==> src/pkg/adc_readout_pkg.sv <==
package adc_readout_pkg;
  // ---------------------------------------------------------------------------
  // Controller register map (Wishbone byte addresses).
  // ---------------------------------------------------------------------------
  localparam logic [7:0] REG_CTRL_OFS    = 8'h00;
  localparam logic [7:0] REG_STATUS_OFS  = 8'h04;
  localparam logic [7:0] REG_RESULT0_OFS = 8'h10;
  localparam logic [7:0] REG_RESULT1_OFS = 8'h14;
  localparam logic [7:0] REG_RESULT2_OFS = 8'h18;
  localparam logic [7:0] REG_RESULT3_OFS = 8'h1C;

  // ---------------------------------------------------------------------------
  // Control register fields.
  // ---------------------------------------------------------------------------
  localparam int CTRL_START_BIT   = 0;
  localparam int CTRL_MODE_LSB    = 1;
  localparam int CTRL_HBEN_BIT    = 3;
  localparam int CTRL_SPLIT_BIT   = 4;
  localparam int CTRL_DUAL_BIT    = 5;
  localparam int CTRL_FRAME_BIT   = 6;
  localparam logic [31:0] CTRL_RESET_VAL = 32'h0000_0000;

  // ---------------------------------------------------------------------------
  // Status register fields.
  // ---------------------------------------------------------------------------
  localparam int STAT_BUSY_BIT    = 0;
  localparam int STAT_DONE_BIT    = 1;
  localparam int STAT_MARKER_BIT  = 2;
  localparam int STAT_ORDER_BIT   = 3;
  localparam int STAT_ADC_BUSY_BIT = 4;

  // ---------------------------------------------------------------------------
  // Readout geometry and timing.
  // ---------------------------------------------------------------------------
  localparam int NUM_CHANNELS     = 4;
  localparam int RESULT_BITS      = 16;
  localparam int CLK_PERIOD_NS    = 20;
  localparam int STROBE_LOW_NS    = 60;
  localparam int STROBE_HIGH_NS   = 60;
  localparam int STROBE_LOW_CYC   = (STROBE_LOW_NS + CLK_PERIOD_NS - 1) / CLK_PERIOD_NS;
  localparam int STROBE_HIGH_CYC  = (STROBE_HIGH_NS + CLK_PERIOD_NS - 1) / CLK_PERIOD_NS;
  localparam int SCLK_HALF_CYC    = 2;
  localparam int CNT_BITS         = 4;

  // ---------------------------------------------------------------------------
  // Readout modes as pin straps.
  // ---------------------------------------------------------------------------
  typedef enum logic [1:0] {
    MODE_PARALLEL,
    MODE_BYTE,
    MODE_SERIAL
  } read_mode_t;
endpackage

==> src/hdl/result_store.sv <==
module result_store
  import adc_readout_pkg::*;
#(
  parameter int WIDTH = 16,
  parameter int DEPTH = 4
) (
  input  wire logic                     clk_sys_in,
  input  wire logic                     wr_en_in,
  input  wire logic [$clog2(DEPTH)-1:0] wr_addr_in,
  input  wire logic [WIDTH-1:0]         wr_data_in,
  input  wire logic [$clog2(DEPTH)-1:0] rd_addr_in,
  output logic      [WIDTH-1:0]         rd_data_out
);
  logic [WIDTH-1:0] mem_r [DEPTH];

  // ---------------------------------------------------------------------------
  // Storage
  // ---------------------------------------------------------------------------
  // Write port and registered read port.
  always_ff @(posedge clk_sys_in) begin
    if (wr_en_in) begin
      mem_r[wr_addr_in] <= wr_data_in;
    end
    rd_data_out <= mem_r[rd_addr_in];
  end
endmodule

==> src/hdl/adc_readout_host.sv <==
// Contract
// - Interface select low picks parallel mode.
// - Tied strobes: first fall gives channel 1.
// - Shared bus: drive select, read separately.
// - Both select pins high pick byte mode.
// - Byte order input: high sends upper first.
// - Byte mode: eight read pulses, byte each.
// - Serial: interface high, byte select low.
// - Sixteen serial clocks per channel, MSB first.
// - Host may frame each word separately.
// - 64 clocks single line, 32 dual.
// - Raise select before busy falls; the sequencer ignores busy.
//
// Design decisions made here: the address map and the Wishbone interface to the registers.
module adc_readout_host
  import adc_readout_pkg::*;
(
  input  wire logic        clk_sys_in,
  input  wire logic        sys_rst_in,
  input  wire logic        wb_cyc_in,
  input  wire logic        wb_stb_in,
  input  wire logic        wb_we_in,
  input  wire logic [7:0]  wb_adr_in,
  input  wire logic [3:0]  wb_sel_in,
  input  wire logic [31:0] wb_dat_in,
  output logic      [31:0] wb_dat_out,
  output logic             wb_ack_out,
  output logic             cs_n_out,
  output logic             rd_n_out,
  output logic             sclk_out,
  output logic             interface_select_out,
  output logic             byte_select_out,
  output logic             byte_order_select_out,
  input  wire logic [15:0] parallel_data_bus_in,
  input  wire logic        serial_out_a_in,
  input  wire logic        serial_out_b_in,
  input  wire logic        first_channel_marker_in,
  input  wire logic        busy_in
);
  typedef enum logic [2:0] {
    ST_IDLE,
    ST_LOW,
    ST_HIGH,
    ST_GAP,
    ST_DONE
  } state_t;

  // ---------------------------------------------------------------------------
  // Pin synchronisers
  // ---------------------------------------------------------------------------
  logic [15:0] db_s1_r;
  logic [15:0] db_s2_r;
  logic [2:0]  pin_s1_r;
  logic [2:0]  pin_s2_r;
  logic        busy_d_r;

  // Two flops on every device output before any logic looks at it.
  always_ff @(posedge clk_sys_in) begin
    db_s1_r  <= parallel_data_bus_in;
    db_s2_r  <= db_s1_r;
    pin_s1_r <= {busy_in, serial_out_b_in, serial_out_a_in};
    pin_s2_r <= pin_s1_r;
    busy_d_r <= pin_s2_r[2];
  end

  wire logic sda_w     = pin_s2_r[0];
  wire logic sdb_w     = pin_s2_r[1];
  wire logic busy_w    = pin_s2_r[2];
  wire logic busy_fall = busy_d_r & ~busy_w;

  logic        mark_s1_r;
  logic        mark_s2_r;

  // Marker synchroniser.
  always_ff @(posedge clk_sys_in) begin
    mark_s1_r <= first_channel_marker_in;
    mark_s2_r <= mark_s1_r;
  end

  // ---------------------------------------------------------------------------
  // Registers
  // ---------------------------------------------------------------------------
  logic [6:0]  ctrl_r;
  logic        done_r;
  logic        order_err_r;
  state_t      state_r;

  wire logic [1:0] mode_w  = ctrl_r[CTRL_MODE_LSB +: 2];
  wire logic       hben_w  = ctrl_r[CTRL_HBEN_BIT];
  wire logic       split_w = ctrl_r[CTRL_SPLIT_BIT];
  wire logic       dual_w  = ctrl_r[CTRL_DUAL_BIT];
  wire logic       frame_w = ctrl_r[CTRL_FRAME_BIT];
  wire logic       is_par  = (mode_w == 2'(MODE_PARALLEL));
  wire logic       is_byte = (mode_w == 2'(MODE_BYTE));
  wire logic       is_ser  = ~is_par & ~is_byte;

  // Mode straps held on the select pins.
  assign interface_select_out  = ~is_par;
  assign byte_select_out       = is_byte;
  assign byte_order_select_out = hben_w;

  // Bus decode.
  wire logic wb_req    = wb_cyc_in & wb_stb_in & ~wb_ack_out;
  wire logic hit_ctrl  = (wb_adr_in == REG_CTRL_OFS);
  wire logic hit_stat  = (wb_adr_in == REG_STATUS_OFS);
  wire logic hit_res   = (wb_adr_in[7:4] == REG_RESULT0_OFS[7:4]) && (wb_adr_in[1:0] == 2'h0);
  wire logic start_wr  = wb_req & wb_we_in & hit_ctrl & wb_sel_in[0] & wb_dat_in[CTRL_START_BIT];
  wire logic run_w     = (state_r != ST_IDLE) && (state_r != ST_DONE);
  wire logic start_go  = start_wr & ~run_w;

  // ---------------------------------------------------------------------------
  // Readout sequencer
  // ---------------------------------------------------------------------------
  logic [CNT_BITS-1:0] tmr_r;
  logic [5:0]          step_r;
  logic [15:0]         sh_a_r;
  logic [15:0]         sh_b_r;
  logic [7:0]          byte_hold_r;
  logic [15:0]         cap_r;
  logic                cs_n_r;
  logic                rd_n_r;
  logic                sclk_r;

  // Transfers per set: 4 words, 8 bytes, or 64/32 serial bits.
  wire logic [5:0] last_step = is_par  ? 6'h03 :
                               is_byte ? 6'h07 :
                               dual_w  ? 6'h1F : 6'h3F;
  wire logic [CNT_BITS-1:0] low_len  = is_ser ? CNT_BITS'(SCLK_HALF_CYC) : CNT_BITS'(STROBE_LOW_CYC);
  wire logic [CNT_BITS-1:0] high_len = is_ser ? CNT_BITS'(SCLK_HALF_CYC) : CNT_BITS'(STROBE_HIGH_CYC);
  wire logic tmr_end   = (tmr_r == '0);
  wire logic last_w    = (step_r == last_step);
  wire logic word_end  = (step_r[3:0] == 4'hF);
  // Serial: rearm select after each 16-bit word when framing per word.
  wire logic frame_gap = is_ser & frame_w & word_end;

  // Sequencer state register.
  always_ff @(posedge clk_sys_in) begin
    if (sys_rst_in) begin
      state_r <= ST_IDLE;
      tmr_r   <= '0;
      step_r  <= '0;
    end else begin
      case (state_r)
        ST_IDLE, ST_DONE: begin
          if (start_go) begin
            state_r <= ST_GAP;
            tmr_r   <= high_len;
            step_r  <= '0;
          end
        end
        ST_GAP: begin
          tmr_r <= tmr_r - CNT_BITS'(1);
          if (tmr_end) begin
            state_r <= ST_LOW;
            tmr_r   <= low_len;
          end
        end
        ST_LOW: begin
          tmr_r <= tmr_r - CNT_BITS'(1);
          if (tmr_end) begin
            state_r <= ST_HIGH;
            tmr_r   <= high_len;
          end
        end
        default: begin
          tmr_r <= tmr_r - CNT_BITS'(1);
          if (tmr_end) begin
            tmr_r <= low_len;
            if (last_w) begin
              state_r <= ST_DONE;
            end else begin
              step_r  <= step_r + 6'h01;
              state_r <= frame_gap ? ST_GAP : ST_LOW;
            end
          end
        end
      endcase
    end
  end

  // Strobe pins follow the state; select stays low across the whole set unless parallel or byte strobes are tied, or serial words are framed.
  // Select falls at the last gap cycle, one cycle ahead of the first serial clock
  // fall, so the first bit is already on the line when it is sampled.
  wire logic cs_low_w = (state_r == ST_LOW) || (state_r == ST_HIGH) ||
                        ((state_r == ST_GAP) && tmr_end);
  wire logic rd_low_w = ~is_ser & (split_w ? (state_r == ST_LOW) : 1'b0);

  // Pin drive from flops.
  always_ff @(posedge clk_sys_in) begin
    if (sys_rst_in) begin
      cs_n_r <= 1'b1;
      rd_n_r <= 1'b1;
      sclk_r <= 1'b1;
    end else begin
      // Tied strobes pulse select with read; separate keeps select low.
      cs_n_r <= (~is_ser & ~split_w) ? ~(state_r == ST_LOW) : ~cs_low_w;
      rd_n_r <= split_w ? ~rd_low_w : ~(~is_ser & (state_r == ST_LOW));
      // Serial clock falls in ST_LOW; data shifts on that fall.
      sclk_r <= ~(is_ser & (state_r == ST_LOW));
    end
  end

  assign cs_n_out = cs_n_r;
  assign rd_n_out = rd_n_r;
  assign sclk_out = sclk_r;

  // ---------------------------------------------------------------------------
  // Data capture
  // ---------------------------------------------------------------------------
  // Sample at the end of each low phase, after bus settles.
  wire logic sample_w = (state_r == ST_LOW) & tmr_end;
  wire logic mark_exp = is_ser ? ((step_r[5:4] == 2'h0) | (dual_w & (step_r[4] == 1'b0)))
                               : (is_par ? (step_r == 6'h00) : (step_r[5:1] == 5'h00));
  logic [1:0]  wr_ch;
  logic [15:0] wr_word;
  logic        wr_en;
  logic [15:0] st_rd;

  // Serial shifters and byte pairing.
  always_ff @(posedge clk_sys_in) begin
    if (sys_rst_in) begin
      sh_a_r      <= '0;
      sh_b_r      <= '0;
      byte_hold_r <= '0;
      cap_r       <= '0;
      order_err_r <= 1'b0;
      done_r      <= 1'b0;
    end else begin
      if (sample_w) begin
        sh_a_r <= {sh_a_r[14:0], sda_w};
        sh_b_r <= {sh_b_r[14:0], sdb_w};
        // Tied strobes release the bus in the high phase, so the word is kept here.
        cap_r  <= db_s2_r;
        // The first byte of each pair waits here for its partner.
        if (!step_r[0]) begin
          byte_hold_r <= db_s2_r[7:0];
        end
        // Marker must match channel 1 (and channel 3 on B).
        if (mark_s2_r != mark_exp) begin
          order_err_r <= 1'b1;
        end
      end
      if (start_go) begin
        done_r      <= 1'b0;
        order_err_r <= 1'b0;
      end else if ((state_r == ST_HIGH) & tmr_end & last_w) begin
        done_r <= 1'b1;
      end
    end
  end

  // Result word and channel of each completed transfer.
  always_comb begin
    wr_en   = 1'b0;
    wr_ch   = 2'h0;
    wr_word = cap_r;
    if ((state_r == ST_HIGH) & tmr_end) begin
      if (is_par) begin
        wr_en   = 1'b1;
        wr_ch   = step_r[1:0];
        wr_word = cap_r;
      end else if (is_byte) begin
        wr_en   = step_r[0];
        wr_ch   = step_r[2:1];
        wr_word = hben_w ? {byte_hold_r, cap_r[7:0]} : {cap_r[7:0], byte_hold_r};
      end else begin
        wr_en   = word_end;
        wr_ch   = step_r[5:4];
        wr_word = sh_a_r;
      end
    end
  end

  logic [1:0] rd_ch;
  assign rd_ch = wb_adr_in[3:2];

  result_store #(
    .WIDTH(RESULT_BITS),
    .DEPTH(NUM_CHANNELS)
  ) u_store (
    .clk_sys_in (clk_sys_in),
    .wr_en_in   (wr_en),
    .wr_addr_in (wr_ch),
    .wr_data_in (wr_word),
    .rd_addr_in (rd_ch),
    .rd_data_out(st_rd)
  );

  // Dual lines: B's first two words are channels 3 and 4.
  logic [15:0] dual_b_r [2];
  always_ff @(posedge clk_sys_in) begin
    if (wr_en & is_ser & dual_w) begin
      dual_b_r[wr_ch[0]] <= sh_b_r;
    end
  end

  // ---------------------------------------------------------------------------
  // Wishbone slave
  // ---------------------------------------------------------------------------
  logic        rd_phase_r;
  wire logic [31:0] stat_w = {27'h0, busy_w, order_err_r, mark_s2_r, done_r, run_w};
  wire logic use_b = dual_w & is_ser & rd_ch[1];
  wire logic [15:0] res_w = use_b ? dual_b_r[rd_ch[0]] : st_rd;

  // Control writes and two-cycle read answer (store read is registered).
  always_ff @(posedge clk_sys_in) begin
    if (sys_rst_in) begin
      ctrl_r     <= CTRL_RESET_VAL[6:0];
      wb_ack_out <= 1'b0;
      rd_phase_r <= 1'b0;
      wb_dat_out <= '0;
    end else begin
      wb_ack_out <= 1'b0;
      if (wb_req & wb_we_in) begin
        wb_ack_out <= 1'b1;
        // Config is frozen during a readout so pins stay stable.
        if (hit_ctrl & wb_sel_in[0] & ~run_w) begin
          ctrl_r <= {wb_dat_in[6:1], 1'b0};
        end
      end else if (wb_req & ~rd_phase_r) begin
        rd_phase_r <= 1'b1;
      end else if (wb_req) begin
        rd_phase_r <= 1'b0;
        wb_ack_out <= 1'b1;
        if (hit_ctrl) begin
          wb_dat_out <= {25'h0, ctrl_r};
        end else if (hit_stat) begin
          wb_dat_out <= stat_w;
        end else if (hit_res) begin
          wb_dat_out <= {16'h0, res_w};
        end else begin
          wb_dat_out <= '0;
        end
      end
    end
  end

  // Busy fall marks fresh results; the host reads any time, stale while busy.
  logic fresh_r;
  always_ff @(posedge clk_sys_in) begin
    if (sys_rst_in) begin
      fresh_r <= 1'b0;
    end else if (busy_fall) begin
      fresh_r <= 1'b1;
    end else if (start_go) begin
      fresh_r <= 1'b0;
    end
  end
endmodule

==> config.mk <==
export PLATFORM = sky130hd
export DESIGN_NAME = adc_readout_host
export DESIGN_NICKNAME = d
export VERILOG_FILES = /design/src/pkg/adc_readout_pkg.sv /design/src/hdl/result_store.sv /design/src/hdl/adc_readout_host.sv
export SDC_FILE = /design/constraint.sdc
export NUM_CORES = 1
export LEC_CHECK = 0
export ABC_AREA = 1
export BUFFER_PORTS_ARGS = -buffer_cell sky130_fd_sc_hd__buf_2
export CORE_MARGIN = 2
export CORE_UTILIZATION = 30
export DETAILED_ROUTE_END_ITERATION = 8
export PLACE_DENSITY = 0.46
export SYNTH_ARGS = -nofsm -noshare
export SYNTH_HDL_FRONTEND = slang
export SYNTH_SLANG_ARGS = --single-unit
==> constraint.sdc <==
create_clock -name clk_sys_in -period 6.8 [get_ports clk_sys_in]
set_clock_uncertainty 0.05 [all_clocks]
set_input_delay 2.04 -clock clk_sys_in [delete_from_list [all_inputs] [get_ports clk_sys_in]]
set_output_delay 2.04 -clock clk_sys_in [all_outputs]
set_load 0.02 [all_outputs]
* Word-level counts from Yosys, hierarchy flattened *
Memory sizes are Yosys's and may differ from the RTL's. A register that Yosys moved wholly into a read port is not among the register bits.
Cells that the tools add are included.
W data, S select, Z words.

operators by class
  add/sub/neg operators = 2
  equality and inequality tests = 15
  mux-type cells = 46
  bitwise gates (word level) = 43
  reductions and logical operators = 26

operators by type and width
  operator               number
  $mux W16               8
  $mux W6                6
  $and A1 B1 Y1          25
  $mux W1                18
  $not A1 Y1             17
  $mux W3                5
  $mux W4                3
  $pmux W6 S2            1
  $pmux W3 S3            1
  $eq A8 B3 Y1 const B   1
  $logic_not A8 Y1       1
  $mux W2                4
  $reduce_and A2 Y1      4
  $reduce_and A4 Y1      2
  $add A6 B1 Y6 const B  1
  $eq A3 B2 Y1 const B   2
  $eq A6 B6 Y1           1
  $logic_not A2 Y1       3
  $logic_not A6 Y1       1
  $ne A2 B2 Y1 const B   3
  $reduce_or A2 Y1       3
  $logic_not A5 Y1       1
  $eq A4 B1 Y1 const B   1
  $eq A4 B4 Y1 const B   1
  15 further kinds       19

storage, ports and cells
  flip-flop bits (word level) = 154
  RAM bits = 96
  bits of input ports = 69
  output and inout bits = 39
  word-level logic and storage cells = 156
  memories = 2

memory list
  name           words  width  rd ports  clocked after Yosys merged registers in  wr ports  RTL line                 source
  u_store.mem_r  4      16     1         1                                        1         result_store.sv:14       logic [WIDTH-1:0] mem_r [DEPTH];
  dual_b_r       2      16     1         0                                        1         adc_readout_host.sv:290  logic [15:0] dual_b_r [2];

* Depth between registers and ports, before layout *
Gate-level depths: netlist of run 1.

  depth in word-level cells = 9
  gate-level depth with buffers = 12
  mapped depth without buffers = 12

* Cells and area by module *
From an unflattened synthesis of run 1, not the netlist that was laid out.

second synthesis, totals
  cells, all modules = 1067
  area total of the unflattened synthesis = 9793.1 um2

modules (own cells, without submodules)
  module            times used  cells an instance  area each (um2)  seq. area each (um2)
  adc_readout_host  1           792                6713.9           3723.6
  result_store      1           275                3079.2           2242.2

* Worst setup path after synthesis of run 1 *
Ideal clock, no wire load.

  path kind = input-to-reg
  start = in wb_adr_in[3]
  end = reg step_r[2]
  library setup time = 113 ps
  arrival = 3046 ps
  data required time = 6637 ps
  setup slack = 3591 ps
  cell stages on the path = 11
  path buffers = 1
  cell sequence = buf_4 -> nor2_8 -> nand2_4 -> nor2_8 -> nand3_4 -> nand2_4 -> nand2_4 -> nor2_8 -> nand2_1 -> nand2_1 -> nor2_1

between the ends
  longest elaborated chain between the ends = 7

RTL lines
  element                             RTL line                 source
  from (decl)                         adc_readout_host.sv:23   input wire logic [7:0] wb_adr_in,
  $logic_not A8 Y1                    adc_readout_host.sv:104  wire logic hit_ctrl = (wb_adr_in == REG_CTRL_OFS);
  $and A1 B1 Y1 (3 in a row)          adc_readout_host.sv:107  wire logic start_wr = wb_req & wb_we_in & hit_ctrl & wb_sel_in[0] & wb_dat_in[CTRL_START_BIT];
  $and A1 B1 Y1                       adc_readout_host.sv:109  wire logic start_go = start_wr & ~run_w;
  $ne A2 B2 Y1 (no source line)       --
  $reduce_and A4 Y1 (no source line)  --
  to (signal assigned)                adc_readout_host.sv:172  step_r <= step_r + 6'h01;
  to (decl)                           adc_readout_host.sv:115  logic [5:0] step_r;

Every way passes these cells.
A chain may end at the register's enable or synchronous reset.

* Final worst setup path of run 1 *
  start = reg ctrl_r[2]
  end = out byte_select_out

between the ends
  longest elaborated chain between the ends = 1

RTL lines
  element                 RTL line                 source
  from (decl)             adc_readout_host.sv:83   logic [6:0] ctrl_r;
  from (signal assigned)  adc_readout_host.sv:308  ctrl_r <= CTRL_RESET_VAL[6:0];
  from (signal assigned)  adc_readout_host.sv:318  ctrl_r <= {wb_dat_in[6:1], 1'b0};
  $eq A2 B1 Y1            adc_readout_host.sv:94   wire logic is_byte = (mode_w == 2'(MODE_BYTE));
  to (decl)               adc_readout_host.sv:32   output logic byte_select_out,

Every way passes these cells.

==> impl_metrics.toml, run 1 <==
[global_route]
grt_pass1_wl_um = 35800
met1_usage = 0.195
gr-usage-met3 = 0.0207
grt_overflow = 0
grt_max_degree = 60
top_usage_layer = "met2"
use_met2 = 0.214
gr-usage-all-layers = 0.137
antenna_found_initial = 0
grt_pass1_vias = 6449

[synth]
avgSynthCellArea_sq_um = 9.80
ys_types = 40
yosysSeqAreaShare = 0.632
yosysTopAreaCellShare = 0.326
synth-main-ff-cell = "dfxtp_1"
ys_warn_count = 0
ys_ff_latch = 250
synth_area_leader_cell = "dfxtp_1"
synth.most_common_cell = "dfxtp_1"
synth-edff-count = 96
synth_commonest_cells = "dfxtp_1, nor2_1, nand2_1"
ys_async_sr_fraction = 0
synth_area_sq_um = 9440
syn_inst = 964
synthTopCellsByArea = "dfxtp_1, edfxtp_1, o21ai_0"

[power_and_ir_drop]
power_density_nw_per_um2 = 380
p_total_mw = 4.15
p_leak_nw = 4.20
vdd_ir_drop_max_v = 0.000187

[setup_path]
crit_top_cell = "buf_4"
cp_max_fo = 24
worst-path-buf-inv = 3
critical_path.endpoint_type = "output port"
arrival_ns = 1.71
critical-path-max-stage-delay_ns = 0.30
path_class = "flop to output port"
slowest_stage = "dfxtp_1"
cp_top_family = "buffers and inverters"
worstPathRequired_ns = 4.71
startpoint_type = "flop"
path_cells = "buf_4 > nor2_4 > buf_4 > buf_2"

[die]
die_y_um = 181
die_area_sq_um = 32900
start_util = 0.306
core-area_sq_um = 30800
io_pins = 108
die_w_um = 181
row_count = 64

[clock_network]
tritoncts = "built"
post-cts-setup-buffer-count = 0
ctsLongestPathBuffers = 3
clockRootBuffer = "clkbuf_16"
clock_latency_ns = 0.52
path_clk_slew_ns = 0.06
htree_levels = 1
cts.sinks = 250
cts_inserted_buffers = 26
holdBufCountCts = 0
cts_resized = 0

[placement]
dp.cells = 1382
globalplace.congestion = 0.797
placed_cell_area_sq_um = 10000
dp_hpwl_um = 14200
port_buffers = 63

[sta]
max-slew-margin-rel = 0.285
fmax_ghz = 0.263
fin_crit_sh = 0.558
period_minus_slack_ns = 3.80
setup-tns-final_ns = 0
slew_viol_final = 0
tightest_slew_ns = 1.07
rsz0062_at_grt = "no"
timing_hold_violations_final = 0
finalSetupViolCount = 0

[drt]
route.vias.total = 6630
drc_errors = 0
wirelength_um = 22600
antenna_left = 0
via_per_inst = 4.64
drt-initial-drc-count = 348
dr.pass1.iters = 4
wl_per_cell_um = 15.9

[cells_and_area]
stdcell_count = 1428
fin_area_sq_um = 10900
area_growth_pct = 15.7
diodes = 0
drive_above_1_share = 0.146
utilization = 0.355
num-nets-final = 1087
fillers = 3179

[min_path]
hold_class = "flop to flop"

[job]
max_cap_violations = 0

[status]
status = "finished, final reports clean"
==> stage by stage <==
stage          hold WS, ns  setup WS [ns]
6_report             0.275           3.00
3_5_place_dp         0.262           2.72
4_1_cts              0.276           2.99
3_3_place_gp         0.264           2.73
2_1_floorplan        0.260           3.59
5_1_grt              0.282           2.91
==> logic make-up (layout without fill, tap and decap cells) <==
family | count (synthesis) | in the layout | share of synthesized area
XOR/XNOR | 1 | 1 | 0.000928
adder cells (fa/ha/maj) | 4 | 4 | 0.00530
AND/OR/NAND/NOR | 373 | 373 | 0.174
AO/OA/AOI/OAI | 224 | 224 | 0.132
buffers and inverters | 111 | 164 | 0.0555
other | 1 | 16 | 0.000397
flip-flops | 250 | 250 | 0.632
==> power breakdown <==
part | internal, mW | switching (mW) | total [mW]
combinational | 0.224 | 0.537 | 0.761
sequential | 1.80 | 0.126 | 1.93
clock | 0.897 | 0.570 | 1.47
total | 2.92 | 1.23 | 4.15
==> registers in the layout, indices dropped and copies added, names as in the netlist, 4 cells and up <==
signal / count
u_store.mem_r: 64
dual_b_r: 32
cap_r: 16
db_s1_r: 16
db_s2_r: 16
sh_a_r: 16
sh_b_r: 16
u_store.rd_data_out: 16
wb_dat_out: 16
byte_hold_r: 8
ctrl_r: 6
step_r: 6
tmr_r: 4
==> cells in the final DEF, fill, tap and decap left out, types with 7 or more instances in the layout <==
cell       count
conb_1        16
buf_2         63
clkbuf_16     29
edfxtp_1      96
nor2_2         9
a32oi_1        7
nor2_1       142
o21ai_1       16
inv_1         39
o211ai_1      20
inv_2          8
a31oi_1        7
o21ai_0      123
a21oi_1       42
dfxtp_1      154
nand2_1      138
nand3_1       58
==> worst paths after layout <==
check	from	to	slack [ns]	cells after the start
worst min-delay path	db_s1_r[13]	db_s2_r[13]	0.28	0
worst max register to register	tmr_r[0]	sh_b_r[0]	3.75	7
worst min register to register	db_s1_r[13]	db_s2_r[13]	0.28	0
worst max-delay path	ctrl_r[2]	byte_select_out	3.00	4
==> per-layer routing <==
| layer | share of wire | wire length, um |
|---|---|---|
| met5 | 0 | 0 |
| met4 | 0.026 | 585 |
| met3 | 0.035 | 782 |
| met2 | 0.43 | 9820 |
| met1 | 0.51 | 11500 |
==> worst reg2reg max path, cell delays in order (launching register included) <==
cell and delay [ns]:
dfxtp_1 0.32, inv_1 0.12, ha_1 0.16, nand3_1 0.17, nor2_4 0.87, inv_2 0.72
nor2_1 0.43, nor2_1 0.08
==> area by class of cell <==
| type | instances | area, sq um | share of cell area |
|---|---|---|---|
| Multi-Input combinational cell | 618 | 3020 | 0.277 |
| Clock buffer | 38 | 810 | 0.0741 |
| Tap cell | 396 | 495 | 0.0453 |
| Sequential cell | 250 | 5970 | 0.546 |
| Inverter | 49 | 184 | 0.0168 |
| Timing Repair Buffer | 69 | 360 | 0.0330 |
| Clock inverter | 8 | 90.1 | 0.00824 |
(Power assumes the default switching activity.)
==> inputs of run 2 (changes only) <==
clock period = 3.8 ns   (was 6.8 ns; I/O delays follow)
==> run 2 against run 1 <==
Sequential share of layout area shrank 0.38 points. Worst hold slack improved by 0.0014 ns. Clock power grew 74%. Cell count up 1.2%. Design area grew 0.70%. Sequential power is 79% higher. First-iteration DRC count rose by 16%. Critical path depth is 2 lower. Combinational power grew 80%. Non-clock buffer count rose by 13. Total power rose by 78%. Flip-flop and latch count did not move. Largest cell class unchanged. Largest power group unchanged.
==> impl_metrics.toml, run 2 (same netlist as run 1, synthesis figures left out) <==
[sta]
slew_viol_final = 0
finalSetupViolCount = 0
timing_hold_violations_final = 0
fin_worst_hold_slack_ns = 0.277
period_minus_slack_ns = 2.84
max-slew-margin-rel = 0.530
rsz0062_at_grt = "no"
fin_crit_sh = 0.748
fmax_ghz = 0.352
tightest_slew_ns = 0.697
setup-tns-final_ns = 0

[cells_and_area]
stdcell_count = 1445
num-nets-final = 1101
fillers = 3126
area_growth_pct = 16.6
drive_above_1_share = 0.153
fin_area_sq_um = 11000
layout_common_cells = "dfxtp_1, nor2_1, nand2_1, o21ai_0, edfxtp_1"
largest_reg_flops = 64
largest-register = "u_store.mem_r"
diodes = 0
final_common_cell = "dfxtp_1"

[drt]
via_per_inst = 4.63
drc_errors = 0
dr.pass1.iters = 5
antenna_left = 0
wl_per_cell_um = 15.8
wl_met3_um = 1010
wirelength_um = 22800
met1_length_um = 11300
drt-initial-drc-count = 405
route.vias.total = 6686
wl_met2_um = 9990
routed.top_layer = "met4"

[setup_path]
arrival_ns = 1.65
critical_path.endpoint_type = "output port"
path_class = "flop to output port"
startpoint_type = "flop"
worstPathRequired_ns = 2.61
cp_max_fo = 16

[global_route]
grt_max_degree = 59
grt_pass1_wl_um = 36200
antenna_found_initial = 0
grt_overflow = 0
grt_pass1_vias = 6489
gr-usage-all-layers = 0.139

[clock_network]
path_clk_slew_ns = 0.07
holdBufCountCts = 0
tritoncts = "built"
cts_resized = 0
clockRootBuffer = "clkbuf_16"
ctsLongestPathBuffers = 3
htree_levels = 1
post-cts-setup-buffer-count = 0
cts.sinks = 250
clock_latency_ns = 0.54
cts_inserted_buffers = 27

[die]
die_area_sq_um = 32900
row_count = 64
core-area_sq_um = 30800
die_y_um = 181
io_pins = 108
start_util = 0.306
die_w_um = 181

[power_and_ir_drop]
p_leak_nw = 4.26
vdd_ir_drop_max_v = 0.000427
p_total_mw = 7.38
power_density_nw_per_um2 = 671

[placement]
dp_hpwl_um = 14800
port_buffers = 63
dp.cells = 1395
globalplace.congestion = 0.804
placed_cell_area_sq_um = 10100

[status]
status = "finished, final reports clean"

[min_path]
hold_class = "flop to flop"

[job]
max_cap_violations = 0
-- run 2: changes by cell type in the layout (fill, tap and decap cells not counted) --
cell        change
clkinv_2        +1
clkinv_1        -1
clkbuf_16       -1
clkinvlp_4      +2
clkinv_4        +1
nor2_1          +6
bufinv_16       -2
inv_16          +1
nor2_2          -6
clkbuf_1        +2
buf_4          +12
buf_12          +1
clkbuf_8        +1
-- run 2: stage by stage --
step            util  worst slack (ns)
6_report       0.357             0.958
5_1_grt        0.357             0.871
4_1_cts        0.357             0.921
3_5_place_dp   0.328             0.845
3_3_place_gp   0.328             0.889
2_1_floorplan      -              1.42
-- run 2: cell type report --
| type | instances | area (sq um) | area share |
|---|---|---|---|
| sequential | 250 | 5970 | 0.542 |
| multi-input combinational | 618 | 3010 | 0.273 |
| clock buffer | 40 | 806 | 0.0732 |
| tap | 396 | 495 | 0.0450 |
| timing repair buffer | 82 | 470 | 0.0427 |
| inverter | 49 | 184 | 0.0167 |
| clock inverter | 10 | 75.1 | 0.00682 |
-- run 2: worst max-delay path, stage by stage, from the launching register on --
cell and delay, ns:
dfxtp_1 0.44, nor2_4 0.41, buf_2 0.26
-- run 2: path summary, 6_finish.rpt --
path	from	end	slack (ns)	cells after the start
setup / recovery	ctrl_r[2]	byte_select_out	0.96	2
hold / removal	db_s1_r[8]	db_s2_r[8]	0.28	0
setup reg to reg	tmr_r[0]	u_store.mem_r[3][11]	1.27	8
hold reg to reg	db_s1_r[8]	db_s2_r[8]	0.28	0
-- run 2: power breakdown --
part	internal (mW)	total [mW]	switching, mW
registers	3.22	3.45	0.230
logic	0.413	1.37	0.961
clock network	1.48	2.56	1.08
-- run 2: per-layer routing --
metal / vias to the layer above / track usage
met5: - / 0
met4: 0 / 0.0371
met3: 35 / 0.0203
met2: 143 / 0.221
met1: 3127 / 0.198
li1: 3381 / -
==> inputs of run 3 (changes only) <==
PLACE_DENSITY = 0.47   (was 0.46)
clock period = 2.48 ns   (was 3.8 ns; I/O delays follow)
==> run 3 against run 2 <==
Flip-flop and latch count unchanged. Largest power group unchanged. Sequential share of layout area down 1.6 points. Clock-buffer cell count down 2. Die area unchanged. Non-clock buffer count up 17. First-iteration DRC count down 0.99%. Core utilization up 1.1 points. Critical endpoint unchanged. Worst hold slack worse by 0.017 ns.
==> impl_metrics.toml, run 3 (same netlist as run 1, synthesis figures left out) <==
[status]
status = "finished, final reports clean"

[clock_network]
holdBufCountCts = 0
ctsLongestPathBuffers = 3
cts_inserted_buffers = 27
clock_latency_ns = 0.53
cts.sinks = 250
path_clk_slew_ns = 0.06
tritoncts = "built"
htree_levels = 1
clockRootBuffer = "clkbuf_16"

[setup_path]
path_class = "flop to output port"
worstPathRequired_ns = 1.69
critical_path.endpoint_type = "output port"
cp_max_fo = 20
arrival_ns = 1.59
reg2reg_slack_ns = 0.27
startpoint_type = "flop"

[sta]
finalSetupViolCount = 0
max-slew-margin-rel = 0.521
fin_worst_hold_slack_ns = 0.260
fin_crit_sh = 0.960
setup-tns-final_ns = 0
timing_hold_violations_final = 0
tightest_slew_ns = 0.711
slew_viol_final = 0
period_minus_slack_ns = 2.38
rsz0062_at_grt = "no"
fmax_ghz = 0.420

[global_route]
gr-usage-all-layers = 0.134
grt_pass1_vias = 6373
grt_max_degree = 59
grt_pass1_wl_um = 35400
antenna_found_initial = 0
grt_overflow = 0

[drt]
route.vias.total = 6733
via_per_inst = 4.61
dr.pass1.iters = 5
wirelength_um = 22400
drt-initial-drc-count = 401
drc_errors = 0
antenna_left = 0
wl_per_cell_um = 15.3

[power_and_ir_drop]
vdd_ir_drop_max_v = 0.000543
p_leak_nw = 4.43
power_density_nw_per_um2 = 1050

[cells_and_area]
diodes = 0
drive_above_1_share = 0.172
final_common_cell = "dfxtp_1"
layout_common_cells = "dfxtp_1, nor2_1, nand2_1, o21ai_0, edfxtp_1"
multi_input_area_sq_um = 3010
fillers = 3105
regArea_sq_um = 5970
largest_reg_flops = 64
num-nets-final = 1118
largest-register = "u_store.mem_r"
area_growth_pct = 20.1

[min_path]
hold_class = "primary input to flop"

[die]
die_area_sq_um = 32900
start_util = 0.306
die_w_um = 181
row_count = 64
io_pins = 108
core-area_sq_um = 30800
die_y_um = 181

[placement]
dp_hpwl_um = 14700
port_buffers = 63
globalplace.congestion = 0.803

[job]
max_cap_violations = 0
[run 3: changes by cell type in the layout (fill, tap and decap cells not counted), moves of 2 or more]
cell,previous run,this run
buf_12,1,7
buf_4,18,28
bufinv_16,0,4
clkbuf_1,6,3
clkbuf_16,28,30
clkinv_2,5,3
inv_6,0,2
[run 3: timing repair]
| action | in CTS | in global routing |
|---|---|---|
| resized for setup | 2 | 1 |
| pin swaps | 0 | 1 |
| setup endpoints to repair | 1 | 1 |
| buffers inserted | 0 | 3 |
[run 3: final cells by class]
type,count,share of cell area
clock buffers,38,0.0732
repair buffers,99,0.0600
flip-flops and latches,250,0.526
multi-input cells,618,0.265
well taps,396,0.0437
clock inverters,12,0.0154
inverters,49,0.0162
[run 3: final timing paths]
| path | from | endpoint | cells past startpoint |
|---|---|---|---|
| max | ctrl_r[1] | byte_select_out | 4 |
| min | parallel_data_bus_in[11] | db_s1_r[11] | 1 |
| max reg2reg | tmr_r[0] | u_store.mem_r[3][9] | 9 |
| min reg2reg | pin_s1_r[2] | pin_s2_r[2] | 0 |
[run 3: power by group]
group          switching, mW  internal, mW
sequential             0.356          4.93
combinational           1.47         0.694
clock                   1.65          2.76
total                   3.48          8.39
[run 3: layer usage]
| layer | share of wire | routed length, um | up-vias | global-route usage |
|---|---|---|---|---|
| met5 | 0 | 0 | - | 0 |
| met4 | 0.021 | 465 | 0 | 0.0413 |
| met3 | 0.037 | 819 | 31 | 0.0197 |
| met2 | 0.44 | 9930 | 142 | 0.211 |
| met1 | 0.50 | 11200 | 3141 | 0.191 |
| li1 | - | - | 3419 | - |
[run 3: per-stage QoR]
| stage | instance area (sq um) | power, mW | utilization | cells | setup slack, ns |
|---|---|---|---|---|---|
| floorplan | 9500 | 6.89 | - | 979 | 0.103 |
| global placement | 10300 | 7.53 | 0.334 | 1409 | 0.267 |
| detailed placement | 10300 | 7.55 | 0.334 | 1409 | 0.269 |
| CTS | 11300 | 12.0 | 0.367 | 1459 | 0.0509 |
| global route | 11300 | 12.5 | 0.368 | 1462 | 0.00281 |
| finish | 11300 | 11.9 | 0.368 | 1462 | 0.0994 |
[run 3: worst max-delay path, cell delays in order, from the launching register on]
cell and delay [ns]:
dfxtp_1 0.37, inv_1 0.12, nor2_4 0.18, buf_8 0.18, buf_2 0.20
